$ cat src/inc/ccc_defines.svh
/*
  Offsets, field positions, reset values and clock counts of the
  chopper and smart current block.
  Assumes a 100 MHz system clock; all counts are in its cycles.
*/
// Operation
// - Hysteresis low codes 0..15 mean -3..12
// - Off-time mode: same field is sine offset
// - Hysteresis start codes add 1..8
// - Hysteresis decrements once every 16 clocks
// - Fast decay 32 clocks per count, zero skips
// - Slow decay lasts 24 plus 32 times value
// - Off-time zero disables driver, bridges off
// - Filter bit: update every four full steps
// - Signed stall threshold, higher means less sensitive
// - Minimum current half or quarter of run
// - Decrease after 32, 8, 2, 1 values
// - Reduce at or above (low+hyst+1)*32
// - Increase by 1, 2, 4, 8 steps
// - Increase below low threshold times 32
// - Low threshold zero disables current control
// - Mode bit selects hysteresis or off-time
// - Chopper bit 11 is fast decay top bit
`ifndef CCC_DEFINES_SVH
`define CCC_DEFINES_SVH

// Register offsets
`define CCC_OFS_CTRL 7'h10
`define CCC_OFS_CHOP 7'h6c
`define CCC_OFS_COOL 7'h6d
`define CCC_OFS_STAT 7'h6f

// Chopper register fields
`define CCC_SLOW_TIME 3:0
`define CCC_HYST_START 6:4
`define CCC_HYST_LOW 10:7
`define CCC_FAST_TOP 11
`define CCC_CHM 14
`define CCC_BLANK 16:15
`define CCC_CHOP_MASK 32'h0001_cfff
`define CCC_CHOP_RST 32'h0000_0000

// Smart current register fields
`define CCC_SEMIN 3:0
`define CCC_SEUP 6:5
`define CCC_SEMAX 11:8
`define CCC_SEDN 14:13
`define CCC_SEIMIN 15
`define CCC_SGT 22:16
`define CCC_SFILT 24
`define CCC_COOL_MASK 32'h017f_ef6f
`define CCC_COOL_RST 32'h0000_0000

// Control register: run current
`define CCC_RUN_CUR 12:8
`define CCC_CTRL_MASK 32'h0000_1f00
`define CCC_CTRL_RST 32'h0000_1f00

// Status register fields
`define CCC_ST_RES 9:0
`define CCC_ST_CS 20:16
`define CCC_ST_STALL 24
`define CCC_ST_PH 29:28
`define CCC_ST_EN 31

// Timing in clock cycles; load step, low bias, full steps per update
`define CCC_SLOW_BASE 24
`define CCC_SLOW_STEP 32
`define CCC_FAST_STEP 32
`define CCC_HYST_DIV 16
`define CCC_LOAD_STEP 32
`define CCC_LOW_BIAS 3
`define CCC_FS_PER_UPD 4

`endif

$ cat src/inc/ccc_pkg.sv
/*
  Types shared by the chopper and smart current block.
  Assumes ccc_defines.svh for all numeric constants.
*/
package ccc_pkg;

  // Chopper phase
  typedef enum logic [1:0] {PH_OFF, PH_ON, PH_FAST, PH_SLOW} ccc_phase_t;

  // Register port request
  typedef struct packed {
    logic [6:0] addr;
    logic [31:0] wdata;
    logic wr;
    logic rd;
  } ccc_req_t;

  // Raw load measurement from the step logic
  typedef struct packed {
    logic valid;
    logic [9:0] value;
  } ccc_load_t;

  // Whole state of the top module
  typedef struct packed {
    logic [31:0] ctrl;
    logic [31:0] chop;
    logic [31:0] cool;
    logic [31:0] rdata;
    ccc_phase_t phase;
    logic [8:0] tmr;
    logic signed [5:0] hyst;
    logic [3:0] hdiv;
    logic [1:0] fs_cnt;
    logic fs_ready;
    logic [9:0] result;
    logic stall;
    logic [4:0] cs;
    logic [5:0] dn_cnt;
  } ccc_state_t;

endpackage : ccc_pkg

$ cat src/ccc_sync.sv
/*
  Two-stage synchroniser for pin inputs.
  Assumes the inputs are asynchronous to sys_clk_in.
*/
`timescale 1ns/10ps
`default_nettype none

module ccc_sync #(
  parameter int unsigned WIDTH = 2
) (
  input wire logic sys_clk_in,
  input wire logic srst_in,
  input wire logic [WIDTH-1:0] async_in,
  output logic [WIDTH-1:0] sync_out
);
  typedef struct packed {
    logic [WIDTH-1:0] s1;
    logic [WIDTH-1:0] s2;
  } ccc_sync_t;

  ccc_sync_t st;
  ccc_sync_t next_st;

  if (WIDTH < 1) begin : g_chk
    $error("ccc_sync: WIDTH must be at least 1");
  end

  // First stage feeds only the second
  always_comb begin
    next_st.s1 = async_in;
    next_st.s2 = st.s1;
  end

  always_ff @(posedge sys_clk_in) begin
    if (srst_in) begin
      st <= '0;
    end else begin
      st <= next_st;
    end
  end

  assign sync_out = st.s2;

endmodule : ccc_sync
`default_nettype wire

$ cat src/ccc_top.sv
/*
  Chopper phase timing and load-adaptive current scale.
  Assumes a register port on sys_clk_in, comparator pins from the
  analog side, and load values and full-step pulses from logic on
  the same clock.
*/
`timescale 1ns/10ps
`default_nettype none
`include "ccc_defines.svh"

module ccc_top (
  input wire logic sys_clk_in,
  input wire logic srst_in,
  input wire ccc_pkg::ccc_req_t bus_in,
  output logic [31:0] rdata_out,
  input wire logic peak_reached_in,
  input wire logic valley_reached_in,
  input wire ccc_pkg::ccc_load_t load_in,
  input wire logic full_step_in,
  output ccc_pkg::ccc_phase_t phase_out,
  output logic drv_enable_out,
  output logic signed [5:0] hyst_offset_out,
  output logic signed [5:0] sine_offset_out,
  output logic stall_out,
  output logic [4:0] cs_out,
  output logic [9:0] load_result_out
);
  ccc_pkg::ccc_state_t st;
  ccc_pkg::ccc_state_t next_st;
  logic [1:0] pins_s;
  logic pk_s;
  logic vl_s;

  // Comparators are analog pins and need two flops
  ccc_sync #(.WIDTH(2)) i_ccc_sync (
    .sys_clk_in(sys_clk_in),
    .srst_in(srst_in),
    .async_in({peak_reached_in, valley_reached_in}),
    .sync_out(pins_s)
  );
  assign pk_s = pins_s[1];
  assign vl_s = pins_s[0];

  // Field views
  logic [3:0] off_code;
  logic [3:0] low_code;
  logic [2:0] start_code;
  logic chm;
  logic [3:0] fast_code;
  logic [3:0] semin;
  logic [3:0] semax;
  logic [4:0] run_cur;
  logic [4:0] cs_min;
  logic signed [5:0] low_v;
  logic signed [5:0] hstart_v;
  logic [9:0] lo_thr;
  logic [9:0] hi_thr;
  logic [5:0] dn_lim;
  logic signed [11:0] res_sum;
  logic [9:0] res;
  logic acc;
  logic reload;

  always_comb begin
    off_code = st.chop[`CCC_SLOW_TIME];
    low_code = st.chop[`CCC_HYST_LOW];
    start_code = st.chop[`CCC_HYST_START];
    chm = st.chop[`CCC_CHM];
    fast_code = {st.chop[`CCC_FAST_TOP], start_code};
    semin = st.cool[`CCC_SEMIN];
    semax = st.cool[`CCC_SEMAX];
    run_cur = st.ctrl[`CCC_RUN_CUR];
  end

  // Hysteresis end and start in 1/512 units of current
  assign low_v = $signed({2'h0, low_code}) - 6'(`CCC_LOW_BIAS);
  assign hstart_v = low_v + $signed({3'h0, start_code}) + 6'sd1;
  // Sine offset is only meaningful in off-time mode
  assign sine_offset_out = chm ? low_v : 6'sh00;

  // Minimum current: half or quarter of run current
  assign cs_min = st.cool[`CCC_SEIMIN] ? (run_cur >> 2) : (run_cur >> 1);
  assign lo_thr = 10'(semin * `CCC_LOAD_STEP);
  assign hi_thr = 10'((semin + semax + 1) * `CCC_LOAD_STEP);

  // Down-step divider per code
  always_comb begin
    unique case (st.cool[`CCC_SEDN])
      2'b00: dn_lim = 6'd32;
      2'b01: dn_lim = 6'd8;
      2'b10: dn_lim = 6'd2;
      2'b11: dn_lim = 6'd1;
    endcase
  end

  // Threshold shifts the result; saturated so it never wraps
  assign res_sum = $signed({2'h0, load_in.value})
    + $signed({st.cool[22], st.cool[`CCC_SGT], 4'h0});
  assign res = res_sum < 0 ? 10'h000 :
    (res_sum > 12'sd1023 ? 10'h3ff : res_sum[9:0]);

  // Filtered mode only accepts one value per four full steps
  assign acc = load_in.valid && (!st.cool[`CCC_SFILT] || st.fs_ready);

  // Next state
  always_comb begin
    next_st = st;
    next_st.rdata = 32'h0000_0000;
    // Register writes keep only implemented bits
    if (bus_in.wr) begin
      case (bus_in.addr)
        `CCC_OFS_CTRL: next_st.ctrl = bus_in.wdata & `CCC_CTRL_MASK;
        `CCC_OFS_CHOP: next_st.chop = bus_in.wdata & `CCC_CHOP_MASK;
        `CCC_OFS_COOL: next_st.cool = bus_in.wdata & `CCC_COOL_MASK;
        default: ;
      endcase
    end
    // Reads answer next cycle; unmapped reads give zero
    if (bus_in.rd) begin
      case (bus_in.addr)
        `CCC_OFS_CTRL: next_st.rdata = st.ctrl;
        `CCC_OFS_CHOP: next_st.rdata = st.chop;
        `CCC_OFS_COOL: next_st.rdata = st.cool;
        `CCC_OFS_STAT: begin
          next_st.rdata[`CCC_ST_RES] = st.result;
          next_st.rdata[`CCC_ST_CS] = st.cs;
          next_st.rdata[`CCC_ST_STALL] = st.stall;
          next_st.rdata[`CCC_ST_PH] = st.phase;
          next_st.rdata[`CCC_ST_EN] = st.phase != ccc_pkg::PH_OFF;
        end
        default: ;
      endcase
    end

    // Chopper phases; off-time zero forces the bridges off
    if (off_code == 4'h0) begin
      next_st.phase = ccc_pkg::PH_OFF;
      next_st.tmr = 9'h000;
    end else begin
      unique case (st.phase)
        ccc_pkg::PH_OFF: next_st.phase = ccc_pkg::PH_ON;
        ccc_pkg::PH_ON: begin
          if (pk_s) begin
            if (chm && fast_code == 4'h0) begin
              // Zero fast time means slow decay only
              next_st.phase = ccc_pkg::PH_SLOW;
              next_st.tmr = 9'(`CCC_SLOW_BASE + `CCC_SLOW_STEP * off_code - 1);
            end else begin
              next_st.phase = ccc_pkg::PH_FAST;
              next_st.tmr = chm ? 9'(`CCC_FAST_STEP * fast_code - 1) : 9'h000;
            end
          end
        end
        ccc_pkg::PH_FAST: begin
          // Off-time mode ends on timer or on the valley comparator
          if (vl_s || (chm && st.tmr == 9'h000)) begin
            next_st.phase = ccc_pkg::PH_SLOW;
            next_st.tmr = 9'(`CCC_SLOW_BASE + `CCC_SLOW_STEP * off_code - 1);
          end else if (chm) begin
            next_st.tmr = st.tmr - 9'h001;
          end
        end
        ccc_pkg::PH_SLOW: begin
          if (st.tmr == 9'h000) begin
            next_st.phase = ccc_pkg::PH_ON;
          end else begin
            next_st.tmr = st.tmr - 9'h001;
          end
        end
      endcase
    end

    // Entry to on phase, decided above; kept inside this process to avoid a loop
    reload = (st.phase != ccc_pkg::PH_ON) && (next_st.phase == ccc_pkg::PH_ON);
    // Hysteresis restarts each cycle and steps down every 16 clocks
    if (reload) begin
      next_st.hyst = hstart_v;
      next_st.hdiv = 4'h0;
    end else begin
      next_st.hdiv = st.hdiv + 4'h1;
      if (st.hdiv == 4'(`CCC_HYST_DIV - 1) && st.hyst > low_v) begin
        next_st.hyst = st.hyst - 6'sd1;
      end
    end

    // Full-step gate: clear on use first so a new set wins
    if (acc && st.cool[`CCC_SFILT]) begin
      next_st.fs_ready = 1'b0;
    end
    if (full_step_in) begin
      next_st.fs_cnt = st.fs_cnt + 2'h1;
      if (st.fs_cnt == 2'(`CCC_FS_PER_UPD - 1)) begin
        next_st.fs_ready = 1'b1;
      end
    end
    if (acc) begin
      next_st.result = res;
      next_st.stall = res == 10'h000;
    end

    // Adaptive current scale
    if (semin == 4'h0) begin
      next_st.cs = run_cur;
      next_st.dn_cnt = 6'h00;
    end else if (acc) begin
      if (res < lo_thr) begin
        next_st.cs = 5'(6'(st.cs) + (6'h01 << st.cool[`CCC_SEUP]) > 6'(run_cur) ?
          run_cur : st.cs + (5'h01 << st.cool[`CCC_SEUP]));
        next_st.dn_cnt = 6'h00;
      end else if (res >= hi_thr) begin
        if (st.dn_cnt + 6'h01 >= dn_lim) begin
          next_st.cs = st.cs - 5'h01;
          next_st.dn_cnt = 6'h00;
        end else begin
          next_st.dn_cnt = st.dn_cnt + 6'h01;
        end
      end
    end
    // Clamp after every change, also after register writes
    if (semin != 4'h0) begin
      if (next_st.cs > run_cur || st.cs == 5'h00 && run_cur == 5'h00) begin
        next_st.cs = run_cur;
      end else if (next_st.cs < cs_min || st.cs < cs_min) begin
        next_st.cs = cs_min;
      end
    end
  end

  always_ff @(posedge sys_clk_in) begin
    if (srst_in) begin
      st <= '0;
      st.ctrl <= `CCC_CTRL_RST;
      st.chop <= `CCC_CHOP_RST;
      st.cool <= `CCC_COOL_RST;
      st.cs <= 5'h1f;
    end else begin
      st <= next_st;
    end
  end

  // Outputs
  assign rdata_out = st.rdata;
  assign phase_out = st.phase;
  assign drv_enable_out = st.phase != ccc_pkg::PH_OFF;
  assign hyst_offset_out = chm ? 6'sh00 : st.hyst;
  assign stall_out = st.stall;
  assign cs_out = st.cs;
  assign load_result_out = st.result;

  // Phase length counters read only by the checks below
  logic [9:0] slow_cnt;
  logic [9:0] fast_cnt;
  always_ff @(posedge sys_clk_in) begin
    if (srst_in) begin
      slow_cnt <= 10'h000;
      fast_cnt <= 10'h000;
    end else begin
      slow_cnt <= st.phase == ccc_pkg::PH_SLOW ? slow_cnt + 10'h001 : 10'h000;
      fast_cnt <= st.phase == ccc_pkg::PH_FAST ? fast_cnt + 10'h001 : 10'h000;
    end
  end
endmodule : ccc_top
`default_nettype wire

$ cat config.mk
export PLATFORM = sky130hd
export DESIGN_NAME = ccc_top
export DESIGN_NICKNAME = d
export VERILOG_FILES = /design/src/inc/ccc_pkg.sv /design/src/ccc_sync.sv /design/src/ccc_top.sv
export VERILOG_INCLUDE_DIRS = /design/src /design/src/inc
export SDC_FILE = /design/constraint.sdc
export NUM_CORES = 1
export LEC_CHECK = 0
export BUFFER_PORTS_ARGS = -buffer_cell sky130_fd_sc_hd__buf_4
export CAP_MARGIN = 20
export CORE_AREA = 2 2 126 116
export DETAILED_ROUTE_END_ITERATION = 8
export DIE_AREA = 0 0 128 118
export GPL_TIMING_DRIVEN = 0
export PLACE_DENSITY = 0.8
export SYNTH_ARGS = -nofsm -noshare
export SYNTH_HDL_FRONTEND = slang
export SYNTH_SLANG_ARGS = --single-unit
$ cat constraint.sdc
create_clock -name sys_clk_in -period 7.7 [get_ports sys_clk_in]
set_input_delay 0 -clock sys_clk_in [delete_from_list [all_inputs] [get_ports sys_clk_in]]
set_output_delay 0 -clock sys_clk_in [all_outputs]
set_load 0.01 [all_outputs]
Word-level counts from Yosys, hierarchy flattened
Index checks and enable logic that the tools add are counted.
W data, S select, Z words.
{"block": "totals", "reg_bits": 119, "out_inout_bits": 63}
{"block": "op_classes", "addsub": 17, "n_lt_le_gt_ge": 10, "eq_ne": 17, "n_shift": 2, "mux": 36, "bitwise_logic": 3, "n_reduce_logical": 37}
{"cell": "$mux W11", "n": 6}
{"cell": "$mux W10", "n": 4}
{"cell": "$pmux W10 S4", "n": 1}
{"cell": "$mux W9", "n": 4}
{"cell": "$pmux W9 S3", "n": 1}
{"cell": "$sub A9 B1 Y9 const B", "n": 3}
{"cell": "$mux W5", "n": 5}
{"cell": "$mux W6", "n": 4}
{"cell": "$pmux W6 S4", "n": 1}
{"cell": "$eq A7 B7 Y1 const B", "n": 3}
{"cell": "$pmux W6 S3", "n": 1}
{"cell": "$pmux W5 S3", "n": 1}
{"cell": "$add A11 B11 Y12", "n": 1}
{"cell": "$gt A12 B11 Y1 const B", "n": 1}
{"cell": "$gt A6 B5 Y1", "n": 2}
{"cell": "$logic_not A4 Y1", "n": 3}
{"cell": "$lt A12 B1 Y1 const B", "n": 1}
{"cell": "$eq A2 B2 Y1 const B", "n": 5}
{"cell": "$ge A10 B10 Y1", "n": 1}
{"cell": "$logic_not A10 Y1", "n": 1}
{"cell": "$logic_not A5 Y1", "n": 2}
{"cell": "$lt A10 B9 Y1", "n": 1}
{"cell": "$lt A5 B4 Y1", "n": 2}
{"cell": "$add A5 B9 Y9 const A", "n": 1}
{"cell": "40 further kinds", "n": 67}

Longest topological paths before layout
Gate-level depths: netlist of run 1.
{"block": "depth", "word_depth": 14, "ltp_mapped": 27}

Hierarchy
A second synthesis of run 1 with hierarchy kept.
{"block": "unflattened", "cells_unflattened": 925, "area_unflattened_um2": 7485.9}
{"module": "ccc_top", "instances": 1, "cells_per_inst": 917, "area_per_inst_um2": 7380.8, "seq_area_each_um2": 2282.2}
{"module": "ccc_sync", "instances": 1, "cells_per_inst": 8, "area_per_inst_um2": 105.1, "seq_area_each_um2": 80.1}

Worst setup path after synthesis of run 1
Ideal clock, no wire load.
{"block": "synth_timing", "path_type": "flip-flop to flip-flop", "startpoint": "reg st[98] in the netlist's numbering", "endpoint": "reg st, in the netlist cs_out[1]", "setup_time_ns": 0.062, "t_arrival_ns": 6.040, "setup_slack_ns": 1.598, "stages_incl_launch_ff": 27, "n_path_buf": 1, "synth_period_minus_slack_ns": 6.102, "cell_sequence": "dfxtp_1 -> ha_1 -> and3_4 -> or3b_1 -> buf_2 -> or4_1 -> o21ai_1 -> o21a_1 -> ha_1 -> and3_1 -> nand2b_1 -> a221oi_1 -> nor4_1 -> a31oi_4 -> mux2i_1 -> a211oi_1 -> nor2_1 -> ha_1 -> nor2b_1 -> o21a_1 -> o21ai_0 -> nand2b_1 -> a21oi_1 -> o21ai_0 -> a41o_1 -> or4_1 -> nand3_1"}
{"block": "synth_between", "elab_chain_len": 14, "word_cells_on_any_way": 18, "cone_classes": "1 x add/sub; 6 x order compare; 9 x mux; 2 x reduce/logical"}
{"element": "start: declaration", "line": "ccc_top.sv:28", "text": "ccc_pkg::ccc_state_t st;"}
{"element": "start signal: assignment", "line": "ccc_top.sv:237", "text": "st <= next_st;"}
{"element": "$add A11 B11 Y12 (*)", "line": "ccc_top.sv:97", "text": "assign res_sum = $signed({2'h0, load_in.value})"}
{"element": "$gt A12 B11 Y1", "line": "ccc_top.sv:100", "text": "(res_sum > 12'sd1023 ? 10'h3ff : res_sum[9:0]);"}
{"element": "$mux W10", "line": "ccc_top.sv:100"}
{"element": "$mux W10 (*)", "line": "ccc_top.sv:99", "text": "assign res = res_sum < 0 ? 10'h000 :"}
{"element": "named net res[8]", "line": "ccc_top.sv:60", "text": "logic [9:0] res;"}
{"element": "$ge A10 B10 Y1", "line": "ccc_top.sv:210", "text": "end else if (res >= hi_thr) begin"}
{"element": "$mux W11", "line": "ccc_top.sv:210"}
{"element": "$mux W11 (*)", "line": "ccc_top.sv:206", "text": "if (res < lo_thr) begin"}
{"element": "$mux W11 (*)", "line": "ccc_top.sv:205", "text": "end else if (acc) begin"}
{"element": "$mux W11 (*)", "line": "ccc_top.sv:202", "text": "if (semin == 4'h0) begin"}
{"element": "$lt A5 B4 Y1", "line": "ccc_top.sv:223", "text": "end else if (next_st.cs < cs_min || st.cs < cs_min) begin"}
{"element": "$logic_or A1 B1 Y1", "line": "ccc_top.sv:223"}
{"element": "$mux W5", "line": "ccc_top.sv:223"}
{"element": "$mux W5", "line": "ccc_top.sv:221", "text": "if (next_st.cs > run_cur || st.cs == 5'h00 && run_cur == 5'h00) begin"}
{"element": "$mux W5 (*)", "line": "ccc_top.sv:220", "text": "if (semin != 4'h0) begin"}
The timed path passes the listed nets; every way through them passes the cells marked *. The select of a mux whose other input is x is not followed.
A chain may end at the register's enable or synchronous reset.

Worst setup path after layout of run 1
Same ends and word-level chain as after synthesis.

==> flow_summary.toml, run 1 <==
[run_status]
outcome = "finished clean"

[finish]
drive_gt1_share_pct = 17.8
syn_to_final_growth_pct = 26.0
n_fill_cell = 1124
diodes = 0
fin_nets = 1222

[floorplan]
dieWidth_um = 128
core_area_um2 = 13700
rows = 41
dieHeight_um = 118
initial_core_util_pct = 54.3
pin_count = 120
dieArea_um2 = 15100

[routing]
drt-initial-drc-count = 791
drc = 0
vias_per_cell = 5.75
routedWlPerCell_um = 17.0
drt_wl_total_um = 21800
vias = 7404
first_pass_iters = 5
final_antenna_net_count = 0

[sta]
max_slew_margin_pct = 28.0
fin_skew_ns = 0.0105
hold_violations = 0
setup_tns_ns = 0
fmax_mhz = 143
setup_viol = 0
fin_crit_sh_pct = 91.1
whs_ns = 0.00125
slew_viol_final = 0
period_minus_slack_ns = 7.01
rsz0062_at_grt = "false"
worst_pin_slew_ns = 1.07
setup_ws_ns = 0.685

[placed_design]
dpl.hpwl_um = 15500
io_buffers = 105
pre_cts_slack_ns = 0.797
gp_congestion = 0.929

[synth]
synth_edf_count = 0
synth_cell_types = 63
synth_ff_type = "dfxtp_1"
syn_area_um2 = 7470
ys_warn_count = 0
syn_area_per_cell_um2 = 7.93
ys_seq_area_share_pct = 31.6
synthArstFlopShare_pct = 0
synthCells = 942
ys_seq_elements = 118

[grt]
grt_pass1_vias = 6908
antenna_found_initial = 0
grt_max_degree = 17
grt_util_all_layers_pct = 29.3
globalRoute.totalOverflow = 0
grt_pass1_wl_um = 35000

[critical_path]
cp_data_arrival_time_ns = 7.37
worstPathRequired_ns = 8.06
path_class = "reg -> reg"
start_kind = "flip-flop"
critPathMaxFanout = 8
crit_path_end_kind = "flip-flop"

[min_path]
hp-class = "in -> reg"

[power]
p_per_area_nw_per_um2 = 166
p_leak_uw = 0.00411
p_total_uw = 1560
vdd_drop_max_uv = 206

[run]
cap_violations = 0

[clock_tree]
clk_path_buf_depth = 2
cts_tree = "done"
htree_num_levels = 4
cts_inserted_buffers = 17
root_buffer = "clkbuf_16"
cts.clk_slew.worst_paths_ns = 0.05
post_cts_resized = 0
insertion_delay_ns = 0.42
clock_sinks = 118
==> sequential cells by signal, indices dropped and copies added, names as in the netlist <==
signal / count
i_ccc_sync.sync_out: 2
rdata_out: 27
low_code: 4
semax: 4
stall_out: 1
fast_code: 4
off_code: 4
st: 43
chm: 1
load_result_out: 10
phase_out: 2
run_cur: 5
i_ccc_sync.next_st: 2
cs_out: 5
semin: 4
==> power breakdown <==
part | leakage (uW) | switching [uW] | total, uW | internal, uW
Combinational | 0.00287 | 67.3 | 130 | 63.1
Clock | 0.000281 | 286 | 806 | 520
Sequential | 0.000955 | 7.08 | 626 | 619
Total | 0.00411 | 361 | 1560 | 1200
==> cells in the final DEF, fill, tap and decap left out, types with 12 or more instances in the layout <==
master	Yosys	layout
ha_1	57	57
a21oi_1	91	91
clkbuf_16	0	17
nor2b_1	22	22
o21ai_0	33	33
and3_1	19	19
mux2i_1	21	21
nor2_1	86	86
a22oi_1	13	13
a21o_1	12	12
nand3_1	16	16
o21a_1	12	12
dlygate4sd3_1	0	33
clkbuf_1	33	35
nor3_1	16	16
a211oi_1	14	14
buf_4	50	155
inv_1	44	44
nand2_1	120	120
dfxtp_1	118	118
xnor2_1	15	15
==> metrics by stage <==
stage	cells	instance area [um^2]	util (%)
final	1287	9410	68.5
after global routing	1287	9410	68.5
after CTS	1287	9410	68.5
after detailed placement	1224	8490	61.8
after global placement	1223	8490	61.7
after floorplan	946	7480	-
==> cell type report <==
type | instances | area, um^2 | share of cell area [%]
multi-input combinational | 695 | 4430 | 47.1
sequential | 118 | 2360 | 25.1
timing repair buffer | 139 | 1120 | 11.9
buffer | 89 | 524 | 5.57
clock buffer | 21 | 460 | 4.89
tap | 172 | 215 | 2.29
inverter | 44 | 165 | 1.75
clock inverter | 9 | 128 | 1.36
==> cells by family after synthesis <==
| group | Yosys count | synth area share (%) |
|---|---|---|
| simple gates | 343 | 21.6 |
| compound gates | 239 | 21.0 |
| buf+inv | 133 | 9.23 |
| flops | 118 | 31.6 |
| fa+ha+maj | 61 | 10.6 |
| xor+xnor | 26 | 3.05 |
| mux | 21 | 2.81 |
| other cells | 1 | 0.0502 |
==> Yosys cell counts (4+ instances only) <==
library cell  instances  area [um^2]
nand2_1             120          450
dfxtp_1             118         2360
a21oi_1              91          455
nor2_1               86          323
ha_1                 57          713
buf_4                50          375
inv_1                44          165
clkbuf_1             33          124
o21ai_0              33          165
nor2b_1              22          138
mux2i_1              21          210
and3_1               19          119
nand3_1              16         80.1
nor3_1               16         80.1
xnor2_1              15          131
a211oi_1             14          105
a22oi_1              13         97.6
a21o_1               12         90.1
o21a_1               12         90.1
and2_1               11         68.8
xor2_1               11         96.3
nand2b_1             10         62.6
nor4_1               10         62.6
o211ai_1             10         75.1
a211o_1               9         78.8
or2_2                 8         50.1
nand3b_1              5         37.5
nand4_1               5         31.3
o21ai_1               5         25.0
o31ai_1               5         37.5
or3_1                 5         31.3
a222oi_1              4         40.0
buf_1                 4         15.0
fa_1                  4         80.1
nor3b_1               4         30.0
o22ai_1               4         25.0
==> worst paths after layout <==
| kind | start | slack [ns] | cells after the start | end |
|---|---|---|---|---|
| setup / recovery | st[98] | 0.69 | 26 | cs_out[1] |
| hold / removal | load_in[2] | 0.001 | 3 | load_result_out[2] |
| setup reg to reg | st[98] | 0.69 | 26 | cs_out[1] |
| hold reg to reg | i_ccc_sync.next_st[1] | 0.44 | 1 | i_ccc_sync.sync_out[1] |
==> metal layers <==
| layer | up-vias | share of wire [%] | GRT usage (%) |
|---|---|---|---|
| li1 | 3586 | - | - |
| met1 | 3379 | 45 | 39.9 |
| met2 | 387 | 44 | 45.4 |
| met3 | 52 | 9.1 | 6.86 |
| met4 | 0 | 2.2 | 9.96 |
| met5 | - | 0 | 0 |
==> worst max-delay path, cell delays in order (launching register included) <==
cell	delay, ns
dfxtp_1	0.33
ha_1	0.42
and3_4	0.25
or3b_1	0.34
buf_2	0.16
or4_1	0.52
o21ai_1	0.28
o21a_1	0.31
ha_1	0.28
and3_1	0.21
nand2b_1	0.14
a221oi_1	0.06
nor4_1	0.56
a31oi_4	0.26
mux2i_1	0.18
a211oi_1	0.35
nor2_1	0.14
ha_1	0.30
nor2b_1	0.13
o21a_1	0.16
o21ai_0	0.14
nand2b_1	0.07
a21oi_1	0.13
o21ai_0	0.22
a41o_1	0.39
or4_1	0.52
nand3_1	0.08
==> what timing repair did <==
item                                   CTS  global route
hold buffers                            33             0
endpoints found under the hold margin   54             0
setup buffers                            0             0
Power figures use the tool's default switching activity.
==> inputs of run 2 (changes only) <==
--- a/config.mk
+++ b/config.mk
@@ -13,6 +13,8 @@
 export DIE_AREA = 0 0 128 118
 export GPL_TIMING_DRIVEN = 0
 export PLACE_DENSITY = 0.8
+export SETUP_SLACK_MARGIN = 0.05
 export SYNTH_ARGS = -nofsm -noshare
 export SYNTH_HDL_FRONTEND = slang
+export SYNTH_HIERARCHICAL = 1
 export SYNTH_SLANG_ARGS = --single-unit
==> run 2 against run 1 <==
- die area unchanged
- first-iteration DRC count down 9.5%
- clock skew down 0.0025 ns
- critical endpoint is now cs_out[2]
==> flow_summary.toml, run 2 <==
[run_status]
outcome = "finished clean"

[critical_path]
cp_data_arrival_time_ns = 6.56
worstPathRequired_ns = 8.00
path_class = "reg -> reg"
critPathMaxFanout = 8
cpMaxStageDelayCell = "o41ai_2"
cp_slowest_stage_delay_ns = 0.61
worstPathCellList = "ha_1 > fa_1 > a21o_1 > and3_2 > or2_4 > xor2_2 > o21ai_0 > ha_1 > nand3b_1 > mux2_4 > a31oi_4 > o21ai_2 > a21boi_0 > nor3_1 > o41ai_2 > ha_1 > o21a_1 > o21ai_0 > nand2b_1 > a21oi_1 > o21ai_0 > a31oi_1 > inv_1 > a221o_1"
start_kind = "flip-flop"
crit_path_end_kind = "flip-flop"

[finish]
multi_input_area_um2 = 4440
largest_register = "st"
seqCellArea_um2 = 2360
diodes = 0
fin_cells = 1271
n_fill_cell = 1140
layout_common_cells = "154 x buf_4, 118 x dfxtp_1, 116 x nand2_1"
drive_gt1_share_pct = 20.1
layout_commonest_cell = "buf_4"
fin_nets = 1204
syn_to_final_growth_pct = 25.9
fin_area_um2 = 9420
largest_reg_flops = 43

[sta]
fmax_mhz = 160
hold_violations = 0
setup_tns_ns = 0
period_minus_slack_ns = 6.25
max_slew_margin_pct = 35.7
setup_viol = 0
worst_pin_slew_ns = 0.956
whs_ns = 0.0120
fin_skew_ns = 0.00797
fin_crit_sh_pct = 81.2
rsz0062_at_grt = "false"
slew_viol_final = 0

[clock_tree]
htree_num_levels = 4
cts.clk_slew.worst_paths_ns = 0.05
cts_tree = "done"
clock_sinks = 118
cts_inserted_buffers = 17
cts_setup_buffers = 0
insertion_delay_ns = 0.42
root_buffer = "clkbuf_16"
clk_path_buf_depth = 2

[floorplan]
core_area_um2 = 13700
pin_count = 120
dieWidth_um = 128
rows = 41
dieHeight_um = 118
dieArea_um2 = 15100
initial_core_util_pct = 54.5

[synth]
syn_area_per_cell_um2 = 8.09
synth_area_leaders = "dfxtp_1 32%, ha_1 9.5%, a21oi_1 5.8%"
synthCells = 925
synth.top_cell.area_share_pct = 31.6
ys_seq_elements = 118
synth_most_common_cell = "dfxtp_1"
synth.largest_area_cell = "dfxtp_1"
syn_area_um2 = 7490
synth_edf_count = 0
synth_ff_type = "dfxtp_1"
synth_common_cells = "118 x dfxtp_1, 116 x nand2_1, 87 x a21oi_1"
synth_cell_types = 70
ys_seq_area_share_pct = 31.6
synthArstFlopShare_pct = 0
ys_warn_count = 6

[power]
p_leak_uw = 0.00418
switching_share_pct = 22.8
vdd_drop_max_uv = 184
clkPwrFrac_pct = 51.1
seqPwrFrac_pct = 40.6
cell_internal_pwr_uw = 1190
switching_power_uw = 352
p_total_uw = 1540
pwr-share-comb_pct = 8.3
p_per_area_nw_per_um2 = 164

[routing]
drt_wl_total_um = 21000
vias = 7159
drc = 0
drt-initial-drc-count = 716
first_pass_iters = 9
vias_per_cell = 5.63
final_antenna_net_count = 0
routedWlPerCell_um = 16.5

[run]
cap_violations = 0

[grt]
globalRoute.totalOverflow = 0
antenna_found_initial = 0
grt_pass1_wl_um = 33600
grt_util_all_layers_pct = 28.2
grt_pass1_vias = 6646
grt_max_degree = 17

[placed_design]
gp_congestion = 0.937
io_buffers = 104
dpl_cell_area_um2 = 8500
dpl.hpwl_um = 15800
dp.cells = 1206

[min_path]
hp-class = "in -> reg"
==> run 2: changes by cell type in the layout (fill, tap and decap cells not counted), sizes merged, moves of 5 or more <==
cell	before	now
clkbuf	54	61
a31oi	2	8
mux2	0	6
mux2i	21	26
o21ai	38	33
==> run 2: cell type report <==
| type | count | area share [%] |
|---|---|---|
| multi-input cells | 678 | 47.2 |
| clock buffers | 25 | 5.26 |
| clock inverters | 7 | 0.996 |
| well taps | 172 | 2.28 |
| flip-flops and latches | 118 | 25.1 |
| repair buffers | 138 | 11.8 |
| plain buffers | 91 | 5.71 |
| inverters | 42 | 1.67 |
==> run 2: logic make-up after synthesis <==
family,Yosys count,share of synthesized area (%)
adders and majority gates,61,10.6
AOI/OAI and AO/OA,227,20.5
other,1,0.0501
xor gates and xnor gates,28,3.38
DFF,118,31.6
and+or+nand+nor,325,20.2
buffers and inverters,133,9.29
muxes,32,4.43
==> run 2: critical path: cells and delay by family, from the launching register on <==
family | cells | cell delay [ns]
compound gates | 12 | 2.84
xor+xnor | 1 | 0.32
fa+ha+maj | 4 | 1.46
buf+inv | 1 | 0.13
flops | 1 | 0.33
mux | 1 | 0.30
simple gates | 5 | 0.74
==> run 2: path summary, 6_finish.rpt <==
check	start	to	slack [ns]	cells after the start
worst min register to register	i_ccc_sync/next_st[1]	i_ccc_sync/sync_out[1]	0.44	1
worst min-delay path	bus_in[0]	rdata_out[11]	0.01	3
worst max register to register	st[94]	cs_out[2]	1.45	24
worst max-delay path	st[94]	cs_out[2]	1.45	24
==> run 2: per-layer routing <==
layer | vias to the layer above | part of all wire, % | global-route usage [%]
met2 | 320 | 43 | 41.5
li1 | 3489 | - | -
met1 | 3291 | 44 | 39.3
met4 | 0 | 3.5 | 11.9
met3 | 59 | 9.3 | 6.95
met5 | - | 0 | 0
==> run 2: timing repair <==
action / in CTS / in global routing
hold buffers: 33 / 0
gates resized for setup: 0 / 0
hold endpoints to repair: 52 / 0
==> run 2: metrics by stage <==
stage,utilization [%],worst slack [ns]
2_1_floorplan,-,2.42
3_3_place_gp,61.8,1.66
3_5_place_dp,61.8,1.62
4_1_cts,68.5,1.62
5_1_grt,68.5,1.09
6_report,68.5,1.45
==> run 2: power groups by stage <==
| stage | combinational [uW] | clock (uW) | sequential, uW |
|---|---|---|---|
| floorplan | 67.3 | 0 | 636 |
| global placement | 110 | 0 | 640 |
| detailed placement | 112 | 0 | 640 |
| CTS | 126 | 794 | 627 |
| global route | 139 | 824 | 627 |
| finish | 128 | 789 | 627 |
